`config.mk`:
```
export PLATFORM = sky130hd
export DESIGN_NAME = scrb_register_bank
export DESIGN_NICKNAME = d
export VERILOG_FILES = /design/src/verilog/scrb_pkg.sv /design/src/verilog/scrb_register_bank.sv
export SDC_FILE = /design/constraint.sdc
export NUM_CORES = 2
export LEC_CHECK = 0
export ABC_AREA = 1
export BUFFER_PORTS_ARGS = -buffer_cell sky130_fd_sc_hd__clkbuf_2
export CAP_MARGIN = 40
export CORE_MARGIN = 5
export CORE_UTILIZATION = 60
export CTS_BUF_LIST = sky130_fd_sc_hd__clkbuf_8
export DETAILED_ROUTE_END_ITERATION = 6
export PLACE_DENSITY = 0.8
export SLEW_MARGIN = 0
export SYNTH_ARGS = -nofsm -noshare
export SYNTH_HDL_FRONTEND = slang
export SYNTH_SLANG_ARGS = --single-unit
```
`constraint.sdc`:
```
create_clock -name clk -period 8.2 [get_ports clk]
set_clock_uncertainty 0.1 [all_clocks]
set_input_delay 1.23 -clock clk [delete_from_list [all_inputs] [get_ports clk]]
set_output_delay 1.23 -clock clk [all_outputs]
set_load 0.05 [all_outputs]
```
`src/verilog/scrb_pkg.sv`:
```
// register map, reset values and carrier types of the sensor control register bank
package scrb_pkg;
  // register byte addresses; wider registers are big-endian from the base
  localparam logic [15:0] ADR_MODEL = 16'h8000;
  localparam logic [15:0] ADR_REV = 16'h8002;
  localparam logic [15:0] ADR_HW_EN = 16'h8102;
  localparam logic [15:0] ADR_SYNC = 16'h8500;
  localparam logic [15:0] ADR_FEAT_A = 16'h8502;
  localparam logic [15:0] ADR_FEAT_B = 16'h8503;
  localparam logic [15:0] ADR_STATUS = 16'h8504;
  localparam logic [15:0] ADR_SW_W = 16'h8508;
  localparam logic [15:0] ADR_SW_H = 16'h850a;
  localparam logic [15:0] ADR_SW_X = 16'h850c;
  localparam logic [15:0] ADR_SW_Y = 16'h850e;
  localparam logic [15:0] ADR_CLK_PS = 16'h8518;
  localparam logic [15:0] ADR_FPS = 16'h851c;
  localparam logic [15:0] ADR_STRENGTH = 16'h8522;
  localparam logic [15:0] ADR_UPPER = 16'h852c;
  localparam logic [15:0] ADR_LOW_MIN = 16'h8530;
  localparam logic [15:0] ADR_LOW_MAX = 16'h8532;
  localparam logic [15:0] ADR_ROM = 16'h853c;
  localparam logic [15:0] ADR_PATCH = 16'h857c;
  localparam logic [2:0] LEN_B = 3'h1;
  localparam logic [2:0] LEN_H = 3'h2;
  localparam logic [2:0] LEN_W = 3'h4;
  // reset values
  localparam logic [7:0] RST_HW_EN = 8'h7f;
  localparam logic [31:0] RST_ROM = 32'h0200_0089;
  // commit handshake and field positions
  localparam logic [7:0] SYNC_IDLE = 8'h00;
  localparam logic [7:0] SYNC_COMMIT = 8'h03;
  localparam int STATUS_BOOT_OK = 5;
  localparam int FEAT_B_FRAME = 0;
  // frame timing: clocks per line and the blanking window in lines
  localparam logic [26:0] LINE_CLOCKS = 27'h000_052a;
  localparam logic [32:0] BLANK_MIN = 33'h0_0000_0028;
  localparam logic [32:0] BLANK_MAX = 33'h0_0000_0dff;
  localparam logic [4:0] DIV_LAST = 5'h1f;
  typedef struct packed {
    logic rsv; logic remap; logic sharpen; logic defect;
    logic reorder; logic fpn; logic dark_gain; logic dark_offset;
  } scrb_hw_en_s;
  typedef struct packed {
    logic remap; logic feat6; logic aec; logic abc; logic [3:0] low;
  } scrb_feat_a_s;
  typedef struct packed {
    scrb_feat_a_s feat_a; logic [7:0] feat_b;
    logic [15:0] sw_w; logic [15:0] sw_h; logic [15:0] sw_x; logic [15:0] sw_y;
    logic [31:0] clk_ps; logic [15:0] fps; logic [7:0] strength;
    logic [31:0] upper; logic [15:0] low_min; logic [15:0] low_max;
  } scrb_params_s;
  typedef struct packed {
    logic ptr_hi_we; logic ptr_lo_we; logic data_we; logic ack_rise; logic [7:0] wdata;
  } scrb_ser_req_s;
  typedef struct packed {
    logic we; logic done; logic ok; logic [15:0] addr; logic [7:0] data;
  } scrb_boot_req_s;
  localparam scrb_params_s PRM_RST = '{feat_a: 8'hf0, feat_b: 8'h00, sw_w: 16'h0400,
    sw_h: 16'h0200, sw_x: 16'h0000, sw_y: 16'h0000, clk_ps: 32'h019b_fcc0, fps: 16'h001e,
    strength: 8'h03, upper: 32'h0000_05dc, low_min: 16'h0200, low_max: 16'h1c00};
  typedef struct packed {
    logic booting; logic [15:0] ptr; scrb_hw_en_s hw_en; logic [7:0] sync;
    logic [7:0] stat; logic [31:0] patch; scrb_params_s prm; scrb_params_s act;
    logic [7:0] rdata; logic commit; logic div_busy; logic [4:0] div_cnt;
    logic [26:0] rem; logic [31:0] quo; logic [26:0] dsr;
    logic [15:0] frame_len; logic frame_upd;
  } scrb_state_s;
  localparam scrb_state_s ST_RST = '{booting: 1'b1, hw_en: RST_HW_EN, prm: PRM_RST,
    act: PRM_RST, default: '0};
endpackage

```
`src/verilog/scrb_register_bank.sv`:
```
// control and status register bank of the image sensor
`timescale 1ns/1ps
// Operation
// - pointer steps by one at the acknowledge-start strobe of each data byte.
// - host reaches registers only through the serial slave byte strobes.
// - boot loader writes override defaults before host access opens.
// - two-byte model code reads at two addresses, high byte first.
// - one-byte read-only silicon revision at its own address.
// - four read-only ROM version bytes: major, minor, minor-minor, build.
// - status bit 5 set after successful boot load; else patch invalid.
// - four read-only patch version bytes; all zero means no patch.
// - hardware enable register resets with every function enabled.
// - enable bits 6 remap, 5 sharpen, 4 defect, 2 fixed-pattern noise.
// - bit 0 dark offset correction, bit 1 dark gain correction.
// - host waits for sync zero, then writes 0x03 to commit parameters.
// - feature bits 7 remap, 5 exposure, 4 barrier; bits 6:4 default set.
// - 32-bit upper histogram pixel limit drives compression.
// - 16-bit lower histogram min and max pixel counts drive exposure.
// - one-byte remap strength, lower means smaller histogram change.
// - frame rate applies only while second feature bit 0 is set.
// - closest frame length in lines, clamped to rows plus 40 to 3583.
module scrb_register_bank #(
  parameter logic [15:0] MODEL_ID = 16'h5a3c, // arbitrary value
  parameter logic [7:0] REVISION = 8'h07, // arbitrary value
  parameter logic [31:0] ROM_VERSION = scrb_pkg::RST_ROM
) (
  // clock and reset
  input wire logic clk,
  input wire logic rst_b,
  // byte strobes from the serial slave engine
  input wire scrb_pkg::scrb_ser_req_s ser,
  output logic [7:0] rdata,
  // boot loader write path
  input wire scrb_pkg::scrb_boot_req_s boot,
  output logic boot_busy,
  // towards the image pipeline and firmware
  output scrb_pkg::scrb_hw_en_s hw_enables,
  output scrb_pkg::scrb_params_s active,
  output logic params_commit,
  output logic [15:0] frame_length_lines,
  output logic frame_length_update
);

  scrb_pkg::scrb_state_s s;
  scrb_pkg::scrb_state_s next_s;
  logic wen;
  logic [15:0] wa;
  logic [7:0] wd;
  logic [27:0] t;
  logic [32:0] q;
  logic [32:0] lo;
  logic [32:0] hi;

  function automatic logic hit(input logic [15:0] a, input logic [15:0] base,
                               input logic [2:0] n);
    return (a >= base) && ({1'b0, a} < ({1'b0, base} + 17'(n)));
  endfunction

  function automatic logic [31:0] wb32(input logic [31:0] v, input logic [1:0] i,
                                       input logic [7:0] d);
    logic [31:0] r;
    r = v;
    r[8 * (3 - i) +: 8] = d;
    return r;
  endfunction

  function automatic logic [15:0] wb16(input logic [15:0] v, input logic i,
                                       input logic [7:0] d);
    logic [15:0] r;
    r = v;
    r[8 * (1 - i) +: 8] = d;
    return r;
  endfunction

  function automatic logic [7:0] rb32(input logic [31:0] v, input logic [1:0] i);
    return v[8 * (3 - i) +: 8];
  endfunction

  function automatic logic [7:0] rb16(input logic [15:0] v, input logic i);
    return v[8 * (1 - i) +: 8];
  endfunction

  // byte seen by the host at address a; unmapped bytes read zero
  function automatic logic [7:0] rd(input logic [15:0] a, input scrb_pkg::scrb_state_s st);
    logic [7:0] r;
    r = 8'h00;
    if (hit(a, scrb_pkg::ADR_MODEL, scrb_pkg::LEN_H)) r = rb16(MODEL_ID, a[0]);
    if (hit(a, scrb_pkg::ADR_REV, scrb_pkg::LEN_B)) r = REVISION;
    if (hit(a, scrb_pkg::ADR_HW_EN, scrb_pkg::LEN_B)) r = st.hw_en;
    if (hit(a, scrb_pkg::ADR_SYNC, scrb_pkg::LEN_B)) r = st.sync;
    if (hit(a, scrb_pkg::ADR_FEAT_A, scrb_pkg::LEN_B)) r = st.prm.feat_a;
    if (hit(a, scrb_pkg::ADR_FEAT_B, scrb_pkg::LEN_B)) r = st.prm.feat_b;
    if (hit(a, scrb_pkg::ADR_STATUS, scrb_pkg::LEN_B)) r = st.stat;
    if (hit(a, scrb_pkg::ADR_SW_W, scrb_pkg::LEN_H)) r = rb16(st.prm.sw_w, a[0]);
    if (hit(a, scrb_pkg::ADR_SW_H, scrb_pkg::LEN_H)) r = rb16(st.prm.sw_h, a[0]);
    if (hit(a, scrb_pkg::ADR_SW_X, scrb_pkg::LEN_H)) r = rb16(st.prm.sw_x, a[0]);
    if (hit(a, scrb_pkg::ADR_SW_Y, scrb_pkg::LEN_H)) r = rb16(st.prm.sw_y, a[0]);
    if (hit(a, scrb_pkg::ADR_CLK_PS, scrb_pkg::LEN_W)) r = rb32(st.prm.clk_ps, a[1:0]);
    if (hit(a, scrb_pkg::ADR_FPS, scrb_pkg::LEN_H)) r = rb16(st.prm.fps, a[0]);
    if (hit(a, scrb_pkg::ADR_STRENGTH, scrb_pkg::LEN_B)) r = st.prm.strength;
    if (hit(a, scrb_pkg::ADR_UPPER, scrb_pkg::LEN_W)) r = rb32(st.prm.upper, a[1:0]);
    if (hit(a, scrb_pkg::ADR_LOW_MIN, scrb_pkg::LEN_H)) r = rb16(st.prm.low_min, a[0]);
    if (hit(a, scrb_pkg::ADR_LOW_MAX, scrb_pkg::LEN_H)) r = rb16(st.prm.low_max, a[0]);
    if (hit(a, scrb_pkg::ADR_ROM, scrb_pkg::LEN_W)) r = rb32(ROM_VERSION, a[1:0]);
    if (hit(a, scrb_pkg::ADR_PATCH, scrb_pkg::LEN_W)) r = rb32(st.patch, a[1:0]);
    return r;
  endfunction

  always_comb begin
    next_s = s;
    next_s.commit = 1'b0;
    next_s.frame_upd = 1'b0;
    t = '0;
    q = '0;
    lo = '0;
    hi = '0;
    // one cycle of read latency keeps the decode tree off the serial engine's path
    next_s.rdata = rd(s.ptr, s);
    // the host port stays shut while the boot loader owns the bank
    wen = s.booting ? boot.we : ser.data_we;
    wa = s.booting ? boot.addr : s.ptr;
    wd = s.booting ? boot.data : ser.wdata;
    if (!s.booting) begin
      if (ser.ptr_hi_we) begin
        next_s.ptr[15:8] = ser.wdata;
      end
      if (ser.ptr_lo_we) begin
        next_s.ptr[7:0] = ser.wdata;
      end
      if (ser.ack_rise) begin
        next_s.ptr = s.ptr + 16'h0001;
      end
    end
    if (s.booting && boot.done) begin
      next_s.booting = 1'b0;
      next_s.stat[scrb_pkg::STATUS_BOOT_OK] = boot.ok;
    end
    // apply: frame length division, then release of the handshake
    if (s.div_busy) begin
      t = {s.rem, s.quo[31]};
      next_s.quo = {s.quo[30:0], t >= {1'b0, s.dsr}};
      next_s.rem = (t >= {1'b0, s.dsr}) ? 27'(t - {1'b0, s.dsr}) : t[26:0];
      next_s.div_cnt = s.div_cnt + 5'h01;
      if (s.div_cnt == scrb_pkg::DIV_LAST) begin
        // round to the nearest line, then clamp into the blanking window
        q = {1'b0, next_s.quo} + 33'({next_s.rem, 1'b0} >= {1'b0, s.dsr});
        lo = 33'(s.act.sw_h) + scrb_pkg::BLANK_MIN;
        hi = 33'(s.act.sw_h) + scrb_pkg::BLANK_MAX;
        if (q < lo) begin
          q = lo;
        end else if (q > hi) begin
          q = hi;
        end
        next_s.frame_len = q[15:0];
        next_s.frame_upd = 1'b1;
        next_s.div_busy = 1'b0;
      end
    end else if (s.sync != scrb_pkg::SYNC_IDLE && !s.commit) begin
      next_s.sync = scrb_pkg::SYNC_IDLE;
    end
    if (wen) begin
      if (hit(wa, scrb_pkg::ADR_HW_EN, scrb_pkg::LEN_B)) begin
        next_s.hw_en = scrb_pkg::scrb_hw_en_s'(wd);
      end
      if (hit(wa, scrb_pkg::ADR_FEAT_A, scrb_pkg::LEN_B)) begin
        next_s.prm.feat_a = scrb_pkg::scrb_feat_a_s'(wd);
      end
      if (hit(wa, scrb_pkg::ADR_FEAT_B, scrb_pkg::LEN_B)) begin
        next_s.prm.feat_b = wd;
      end
      if (hit(wa, scrb_pkg::ADR_SW_W, scrb_pkg::LEN_H)) begin
        next_s.prm.sw_w = wb16(s.prm.sw_w, wa[0], wd);
      end
      if (hit(wa, scrb_pkg::ADR_SW_H, scrb_pkg::LEN_H)) begin
        next_s.prm.sw_h = wb16(s.prm.sw_h, wa[0], wd);
      end
      if (hit(wa, scrb_pkg::ADR_SW_X, scrb_pkg::LEN_H)) begin
        next_s.prm.sw_x = wb16(s.prm.sw_x, wa[0], wd);
      end
      if (hit(wa, scrb_pkg::ADR_SW_Y, scrb_pkg::LEN_H)) begin
        next_s.prm.sw_y = wb16(s.prm.sw_y, wa[0], wd);
      end
      if (hit(wa, scrb_pkg::ADR_CLK_PS, scrb_pkg::LEN_W)) begin
        next_s.prm.clk_ps = wb32(s.prm.clk_ps, wa[1:0], wd);
      end
      if (hit(wa, scrb_pkg::ADR_FPS, scrb_pkg::LEN_H)) begin
        next_s.prm.fps = wb16(s.prm.fps, wa[0], wd);
      end
      if (hit(wa, scrb_pkg::ADR_STRENGTH, scrb_pkg::LEN_B)) begin
        next_s.prm.strength = wd;
      end
      if (hit(wa, scrb_pkg::ADR_UPPER, scrb_pkg::LEN_W)) begin
        next_s.prm.upper = wb32(s.prm.upper, wa[1:0], wd);
      end
      if (hit(wa, scrb_pkg::ADR_LOW_MIN, scrb_pkg::LEN_H)) begin
        next_s.prm.low_min = wb16(s.prm.low_min, wa[0], wd);
      end
      if (hit(wa, scrb_pkg::ADR_LOW_MAX, scrb_pkg::LEN_H)) begin
        next_s.prm.low_max = wb16(s.prm.low_max, wa[0], wd);
      end
      // only the boot image may load the patch version
      if (s.booting && hit(wa, scrb_pkg::ADR_PATCH, scrb_pkg::LEN_W)) begin
        next_s.patch = wb32(s.patch, wa[1:0], wd);
      end
      // a commit is taken only from idle; other values are ignored
      if (hit(wa, scrb_pkg::ADR_SYNC, scrb_pkg::LEN_B) && wd == scrb_pkg::SYNC_COMMIT &&
          s.sync == scrb_pkg::SYNC_IDLE) begin
        next_s.sync = wd;
        next_s.act = s.prm;
        next_s.commit = 1'b1;
        if (s.prm.feat_b[scrb_pkg::FEAT_B_FRAME]) begin
          next_s.div_busy = 1'b1;
          next_s.div_cnt = '0;
          next_s.rem = '0;
          next_s.quo = s.prm.clk_ps;
          next_s.dsr = 27'(scrb_pkg::LINE_CLOCKS * 27'(s.prm.fps));
        end
      end
    end
  end

  always_ff @(posedge clk or negedge rst_b) begin
    if (!rst_b) begin
      s <= scrb_pkg::ST_RST;
    end else begin
      s <= next_s;
    end
  end

  assign rdata = s.rdata;
  assign boot_busy = s.booting;
  assign hw_enables = s.hw_en;
  assign active = s.act;
  assign params_commit = s.commit;
  assign frame_length_lines = s.frame_len;
  assign frame_length_update = s.frame_upd;

  a_ptr_advance: assert property (
    @(posedge clk) disable iff (!rst_b)
    !s.booting && ser.ack_rise |=> s.ptr == $past(s.ptr) + 16'h0001)
    else $error("pointer did not step on acknowledge");

  a_host_write: assert property (
    @(posedge clk) disable iff (!rst_b)
    !s.booting && ser.data_we && s.ptr == scrb_pkg::ADR_HW_EN
    |=> hw_enables == $past(ser.wdata))
    else $error("host write to enables lost");

  a_boot_write: assert property (
    @(posedge clk) disable iff (!rst_b)
    s.booting && boot.we && boot.addr == scrb_pkg::ADR_HW_EN
    |=> hw_enables == $past(boot.data))
    else $error("boot write to enables lost");

  a_model_read: assert property (
    @(posedge clk) disable iff (!rst_b)
    s.ptr[15:1] == scrb_pkg::ADR_MODEL[15:1]
    |=> rdata == ($past(s.ptr[0]) ? MODEL_ID[7:0] : MODEL_ID[15:8]))
    else $error("model code byte wrong");

  a_rev_read: assert property (
    @(posedge clk) disable iff (!rst_b)
    s.ptr == scrb_pkg::ADR_REV |=> rdata == REVISION)
    else $error("revision byte wrong");

  a_rom_read: assert property (
    @(posedge clk) disable iff (!rst_b)
    s.ptr == scrb_pkg::ADR_ROM |=> rdata == ROM_VERSION[31:24] ##1 1'b1)
    else $error("rom major byte wrong");

  a_boot_flag: assert property (
    @(posedge clk) disable iff (!rst_b)
    s.booting && boot.done
    |=> s.stat[scrb_pkg::STATUS_BOOT_OK] == $past(boot.ok) && !boot_busy)
    else $error("boot status not recorded");

  a_patch_guard: assert property (
    @(posedge clk) disable iff (!rst_b)
    !s.booting |=> $stable(s.patch))
    else $error("patch version changed after boot");

  a_reset_enables: assert property (
    @(posedge clk) disable iff (!rst_b)
    $rose(rst_b) |-> hw_enables == scrb_pkg::RST_HW_EN)
    else $error("enables not all set after reset");

  a_commit_copy: assert property (
    @(posedge clk) disable iff (!rst_b)
    params_commit |-> active == $past(s.prm) && s.sync == scrb_pkg::SYNC_COMMIT)
    else $error("commit did not take staged parameters");

  a_sync_release: assert property (
    @(posedge clk) disable iff (!rst_b)
    params_commit |-> s.sync != scrb_pkg::SYNC_IDLE ##[1:40] s.sync == scrb_pkg::SYNC_IDLE)
    else $error("sync register not released");

  a_frame_gate: assert property (
    @(posedge clk) disable iff (!rst_b)
    frame_length_update |-> active.feat_b[scrb_pkg::FEAT_B_FRAME])
    else $error("frame length set while frame control off");

  a_frame_clamp: assert property (
    @(posedge clk) disable iff (!rst_b)
    frame_length_update |-> 33'(frame_length_lines) >= 33'(active.sw_h) + scrb_pkg::BLANK_MIN
    && 33'(frame_length_lines) <= 33'(active.sw_h) + scrb_pkg::BLANK_MAX)
    else $error("frame length outside window");

  // write paths: parameter strobes must land in the staged copy, not only in active
  a_boot_lockout: assert property (
    @(posedge clk) disable iff (!rst_b)
    s.booting |=> s.ptr == $past(s.ptr))
    else $error("host strobe moved pointer during boot");

  a_dark_bits: assert property (
    @(posedge clk) disable iff (!rst_b)
    !s.booting && ser.data_we && s.ptr == scrb_pkg::ADR_HW_EN
    |=> {hw_enables.dark_gain, hw_enables.dark_offset} == $past(ser.wdata[1:0]))
    else $error("dark correction bits lost");

  a_feat_write: assert property (
    @(posedge clk) disable iff (!rst_b)
    !s.booting && ser.data_we && s.ptr == scrb_pkg::ADR_FEAT_A
    |=> s.prm.feat_a == $past(ser.wdata))
    else $error("feature enable write lost");

  a_feat_reset: assert property (
    @(posedge clk) disable iff (!rst_b)
    $rose(rst_b) |-> s.prm.feat_a.feat6 && s.prm.feat_a.aec && s.prm.feat_a.abc)
    else $error("feature bits not set after reset");

  a_upper_write: assert property (
    @(posedge clk) disable iff (!rst_b)
    !s.booting && ser.data_we && s.ptr == scrb_pkg::ADR_UPPER
    |=> s.prm.upper[31:24] == $past(ser.wdata))
    else $error("upper limit write lost");

  a_lower_write: assert property (
    @(posedge clk) disable iff (!rst_b)
    !s.booting && ser.data_we && s.ptr == scrb_pkg::ADR_LOW_MIN
    |=> s.prm.low_min[15:8] == $past(ser.wdata))
    else $error("lower minimum write lost");

  a_strength_write: assert property (
    @(posedge clk) disable iff (!rst_b)
    !s.booting && ser.data_we && s.ptr == scrb_pkg::ADR_STRENGTH
    |=> s.prm.strength == $past(ser.wdata))
    else $error("strength write lost");

  a_commit_refuse: assert property (
    @(posedge clk) disable iff (!rst_b)
    s.sync != scrb_pkg::SYNC_IDLE |=> !params_commit)
    else $error("commit taken while busy");

  // the divide runs a fixed 32 steps, so the update lands a fixed distance after commit
  a_divide_time: assert property (
    @(posedge clk) disable iff (!rst_b)
    params_commit && active.feat_b[scrb_pkg::FEAT_B_FRAME] |-> ##32 frame_length_update)
    else $error("frame length update mistimed");

  a_sync_hold: assert property (
    @(posedge clk) disable iff (!rst_b)
    s.div_busy |-> s.sync == scrb_pkg::SYNC_COMMIT)
    else $error("sync released while applying");

endmodule // scrb_register_bank

```
# After elaboration in Yosys (flattened, before gate mapping)
# Index checks and enable logic that the tools add are counted.
[word_totals] reg_bits=583 input_bits=41 output_inout_bits=235 elab_cells=271
[classes] n_addsub=12 n_mul=1 n_lt_le_gt_ge=72 n_eq_ne=2 shifts=16 n_mux=49 bitwise=1 n_reduce_logical=63
[ops] cell="16-bit >= comparator (second input constant)" n=34
[ops] cell="16-bit < comparator (second input constant)" n=34
[ops] cell="16-bit by 33-bit variable part select with 8-bit output" n=7
[ops] cell="8-bit 2-to-1 mux" n=26
[ops] cell="93-bit 2-to-1 mux" n=2
[ops] cell="16-bit bitwise mux" n=7
[ops] cell="32-bit by 33-bit variable part select with 8-bit output" n=3
[ops] cell="32-bit bitwise mux" n=3
[ops] cell="92-bit 2-to-1 mux" n=1
[ops] cell="32-bit negator with 34-bit output" n=2
[ops] cell="65-bit 2-to-1 mux" n=1
[ops] cell="16-bit 2-to-1 mux" n=4
[ops] cell="28-bit by 27-bit >= comparator with 1-bit output" n=2
[ops] cell="1-bit logical AND" n=39
[ops] cell="2-bit AND reduction" n=18
[ops] cell="8-bit by 34-bit variable shift with 16-bit output (first input constant)" n=1
[ops] cell="8-bit by 34-bit variable shift with 32-bit output (first input constant)" n=1
[ops] cell="8-bit by 34-bit variable part select with 16-bit output" n=1
[ops] cell="8-bit by 34-bit variable part select with 32-bit output" n=1
[ops] cell="32-bit by 1-bit adder with 33-bit output" n=1
[ops] cell="33-bit by 17-bit > comparator with 1-bit output" n=1
[ops] cell="33-bit by 17-bit < comparator with 1-bit output" n=1
[ops] cell="16-bit by 33-bit variable part select with 8-bit output (first input constant)" n=1
[ops] cell="32-bit by 33-bit variable part select with 8-bit output (first input constant)" n=1
[ops] cell="other kinds (18)" n=24

# Depth between registers and ports, before layout
[logic_depth] word_depth=21 mapped_depth=54 ltp_nobuf=52

# Worst setup path after synthesis
# Ideal clock, no wire load.
[synth_timing] kind="register to register" from="register s[24] (netlist name)" to="register s (netlist bit frame_length_lines[8])" arrival_ns=6.468 t_required_ns=7.983 path_slack_ns=1.515 stages_incl_launch_ff=52 synth_period_minus_slack_ns=6.685 cell_sequence="dfrtp_1 > inv_1 > ha_1 > nand2_1 > nand2_1 > o21bai_1 > a221o_1 > a21oi_1 > inv_1 > nand3_1 > nand3_1 > clkbuf_1 > clkbuf_1 > nand2_1 > o21ai_0 > ha_1 > nand2_1 > o21ai_0 > [16 not listed] > ha_1 > nand2_1 > inv_1 > nand2_1 > nor4_2 > xor2_1 > ha_1 > nand2_1 > or4_1 > nor4_1 > nand3_1 > nor2_1 > nand3_1 > nand2_1 > clkbuf_1 > o21ai_0 > a21oi_2 > nor2_1"
[synth_between] elab_chain_cells=7
[synth_lines] element="start, declared" line_no="scrb_register_bank.sv:44" text="scrb_pkg::scrb_state_s s;"
[synth_lines] element="start signal, assigned" line_no="scrb_register_bank.sv:224" text="s <= scrb_pkg::ST_RST;"
[synth_lines] element="start signal, assigned" line_no="scrb_register_bank.sv:226" text="s <= next_s;"
[synth_lines] element="27-bit subtractor / 28-bit by 27-bit >= comparator with 1-bit output (equally long branches)" line_no="scrb_register_bank.sv:142, scrb_register_bank.sv:141"
[synth_lines] element="27-bit 2-to-1 mux" line_no="scrb_register_bank.sv:142" text="next_s.rem = (t >= {1'b0, s.dsr}) ? 27'(t - {1'b0, s.dsr}) : t[26:0];"
[synth_lines] element="28-bit by 27-bit >= comparator with 1-bit output" line_no="scrb_register_bank.sv:146" text="q = {1'b0, next_s.quo} + 33'({next_s.rem, 1'b0} >= {1'b0, s.dsr});"
[synth_lines] element="32-bit by 1-bit adder with 33-bit output *" line_no="scrb_register_bank.sv:146"
[synth_lines] element="33-bit by 17-bit > comparator with 1-bit output" line_no="scrb_register_bank.sv:151" text="end else if (q > hi) begin"
[synth_lines] element="16-bit 2-to-1 mux" line_no="scrb_register_bank.sv:151"
[synth_lines] element="16-bit 2-to-1 mux *" line_no="scrb_register_bank.sv:149" text="if (q < lo) begin"
# Every way passes the cells marked *; elsewhere a longest branch is shown, timed or not.
# A chain may end at the register's enable or synchronous reset.

# Worst setup path after layout
[layout_timing] from="register s[18] (netlist name)" to="register s (netlist bit frame_length_lines[9])"
# The elaborated chain is that of the path after synthesis.

==> summary.md <==
| Metric | Value |
|---|---|
| Status | finished with violations |
| Failing checks | DRC |
| Max Fclk | 0.135 GHz |
| Iteration count of the initial detailed-routing pass | 7 |
| DIE WIDTH | about 250 microns |
| Global Route Usage Sum | 31.3% |
| Max VDD drop | around 570 uV |
| Root buffer cell | clkbuf_8 |
| Final wirelength | just over 100000 microns |
| Final hold violation count | 0 |
| H-tree depth | 3 |
| # DRC | 1 |
| Leakage power | 19.5 nW |
| Vias in the first global route | roughly 29000 |
| EDFF count, synth | 0 |
| # Post-CTS Setup Buffers | 0 |
| Switch share | ~43% |
| CTS tree | done |
| Most common flop cell mapped by yosys | dfrtp_1 |
| Ys Warns | 0 |
| Min-delay src | active[178] |
| Reg power frac | between 20 and 30% |
| Clk_lat worst skew | 710 ps |
| Hold path cells | 2 |
| Cell variety after synth | 64 |
| I/O pin cnt | 276 |
| Fin crit share | between 90 and 100% |
| Crit path kind | flop to flop |
| Bufs and invs on worst path | 2 |
| Fin nets | between 4000 and 5000 |
| Row Count | around 90 |
| Die Height | around 250 microns |
| Placeable Area | a little under 60000 sq um |
| Total gr overflow | 0 |
| Worst setup path startpoint | s[18] |
| Worst Tran Pin Value | between 900 and 1000 ps |
| Largest cells by area after synthesis | dfrtp_1 35%, nand2_1 13%, o21ai_0 8.3% |
| Port bufs | 275 |
| Clk sinks | 583 |
| Worst Reg-to-Reg Cells | 42 |
| Synth-to-Final Area Change | 7.45% |
| HP Class | flop to flop |
| Gate power share | 47.3% |
| CP most frequent cell | nand2_1 |
| WL per Instance | between 15 and 20 microns |
| Syn Inst Count | roughly 4600 |
| Min Tclk post-route | 7420 ps |
| First-pass GRT wire length | ~160000 microns |
| Crit path arrival time | approximately 7900 ps |
| 1st-iter DRT viols | approximately 3200 |
| Synth Net Count | approximately 4800 |
| Max_slew headroom | a little over a third |
| Reg-to-Reg End | frame_length_lines[9] |
| Fraction of layout cells with a size suffix above 1 | between 10 and 15% |
| Post-synthesis sequential area ratio | between 40% and 50% |
| Post-CTS Hold Buffers | 0 |
| Max stage delay on crit path | between 500 and 600 ps |
| CTS clk-pin slew, worst paths | about 60 ps |
| GPL Wtd Cong | 0.982 |
| CP Capture Type | flop |
| Final worst slack | slightly below 800 ps |
| Yosys top cell by area | dfrtp_1 |
| Pwr dens | around 310 nW/um^2 |
| Top cells by count, synth | 1216 x nand2_1, 592 x o21ai_0, 530 x inv_1 |
| Fin. max-slew vios | 0 |
| P_int | about 0.0068 W |
| Die area | 64300 sq um |
| Initial antenna violation count | 1 |
| CP top delay family | simple AND/OR/NAND/NOR gates |
| Initial cell density of the core | slightly above 60% |
| CP Data Required Time | just under 9000 ps |
| Seq cells post-synth | between 500 and 600 |
| RR Startpoint | s[18] |
| Switching pwr | between 0.005 and 0.006 W |
| Via count | slightly above 30000 |
| Async S/R FF share, synth | between 90% and 100% |
| Fin Setup TNS | 0 ps |
| Worst Hold Endpoint | active[178] |
| Vias/cell | around 5.7 |
| RSZ-0062 raised after global routing | false |
| Final HPWL DP | 74700 microns |
| CP max FO | 19 |
| Max Cap Viol | 0 |
| Mapped Area | about 36000 sq um |
| Reg2reg setup slack | between 700 and 800 ps |
| CTS max path bufs | 3 |
| Syn Area/Cell | slightly below 8 sq um |
| ANT nets after route | 0 |
| Fillers | between 5000 and 6000 |
| Place WS | approximately 760 ps |
| Crit path launch type | flop |
| Clock network power share | about a quarter |
| Number of setup violations in the final report | 0 |
| Largest net degree at the start of global routing | roughly 160 |
| Leading cell type by number of instances after synthesis | nand2_1 |
| Total CTS buffers | 96 |
| CP max-delay cell | or4_1 |
| Share of the synthesized area in the top cell type | between 30% and 40% |
==> stage by stage <==
stage / cell area (sq um) / util, % / hold slack, ps / total power [W] / cells
2_1_floorplan: 35600 / - / 347 / 0.00719 / 4587
3_3_place_gp: 35800 / 60.8 / 357 / 0.00874 / 5249
3_5_place_dp: 35900 / 61.0 / 358 / 0.00885 / 5259
4_1_cts: 38200 / 64.9 / 370 / 0.0119 / 5437
5_1_grt: 38200 / 64.9 / 393 / 0.0128 / 5438
6_report: 38200 / 64.9 / 371 / 0.0119 / 5438
==> cell families (layout without fill, tap and decap cells) <==
kind of cell    after synthesis  after routing  synth area share [%]
xor+xnor                     89             89                  2.19
other cells                   0              1                     0
mux                           6              6                 0.169
simple gates               1751           1751                  20.5
buf+inv                     968           1045                  12.9
compound gates              980            980                  14.9
flops                       583            583                  41.3
fa+ha+maj                   210            210                  8.08
==> cell type report <==
type | count | area, sq um | area share (%)
Multi-Input combinational cell | 3036 | 16400 | 42.9
Inverter | 547 | 2050 | 5.37
Antenna cell | 1 | 2.50 | 0.00655
Clock inverter | 57 | 608 | 1.59
Clock buffer | 121 | 1670 | 4.36
Tap cell | 773 | 967 | 2.53
Sequential cell | 583 | 14700 | 38.4
Timing Repair Buffer | 320 | 1830 | 4.77
==> cells in the final DEF (no fill, tap or decap), types with 39 or more instances in the layout <==
cell type	synthesis	layout
nand2_1	1216	1216
dfstp_2	82	82
o211ai_1	66	66
o21ai_0	592	591
inv_1	530	552
nand3_1	121	121
ha_1	177	177
nand4_1	39	39
clkbuf_2	0	274
a21oi_1	184	184
nor2_1	243	243
clkbuf_8	0	121
xor2_1	69	68
dfrtp_1	501	500
o21ai_1	41	41
==> power groups by stage <==
| stage | registers (W) | clock network, W | logic (W) |
|---|---|---|---|
| finish | 0.00331 | 0.00298 | 0.00565 |
| global placement | 0.00335 | 0 | 0.00539 |
| detailed placement | 0.00335 | 0 | 0.00550 |
| floorplan | 0.00326 | 0 | 0.00394 |
| global route | 0.00333 | 0.00315 | 0.00635 |
| CTS | 0.00330 | 0.00302 | 0.00555 |
==> state kept, by name, summed over array words and instances (netlist names) <==
name,cells
boot_busy,1
frame_length_update,1
params_commit,1
active,200
frame_length_lines,16
hw_enables,8
s,348
rdata,8
==> layer usage <==
layer / global-route usage [%] / vias up / share of wire, %
met5: 0 / - / 0
met1: 42.8 / 14500 / 41
met4: 13.4 / 0 / 4.3
li1: - / 14600 / -
met2: 49.4 / 1354 / 46
met3: 6.09 / 266 / 8.8
==> how the worst max path moves through the flow <==
stage                     cells after the start  slack (ps)               endpoint
after floorplan                              51        1510  frame_length_lines[8]
after global placement                       44         940  frame_length_lines[1]
after detailed placement                     42         760  frame_length_lines[9]
after CTS                                    42         770  frame_length_lines[9]
after global routing                         49           9  frame_length_lines[0]
final                                        42         780  frame_length_lines[9]
==> tightest hold or removal path: cells and delay by family, from the launching register on <==
kind | cells | cell delay (ps)
simple gates | 2 | 110
flops | 1 | 370
==> timing repair <==
item | CTS | global route
hold endpoints to repair | 0 | 0
resized for setup | 0 | 2
setup endpoints to repair | 0 | 8
Power figures use the tool's default switching activity.
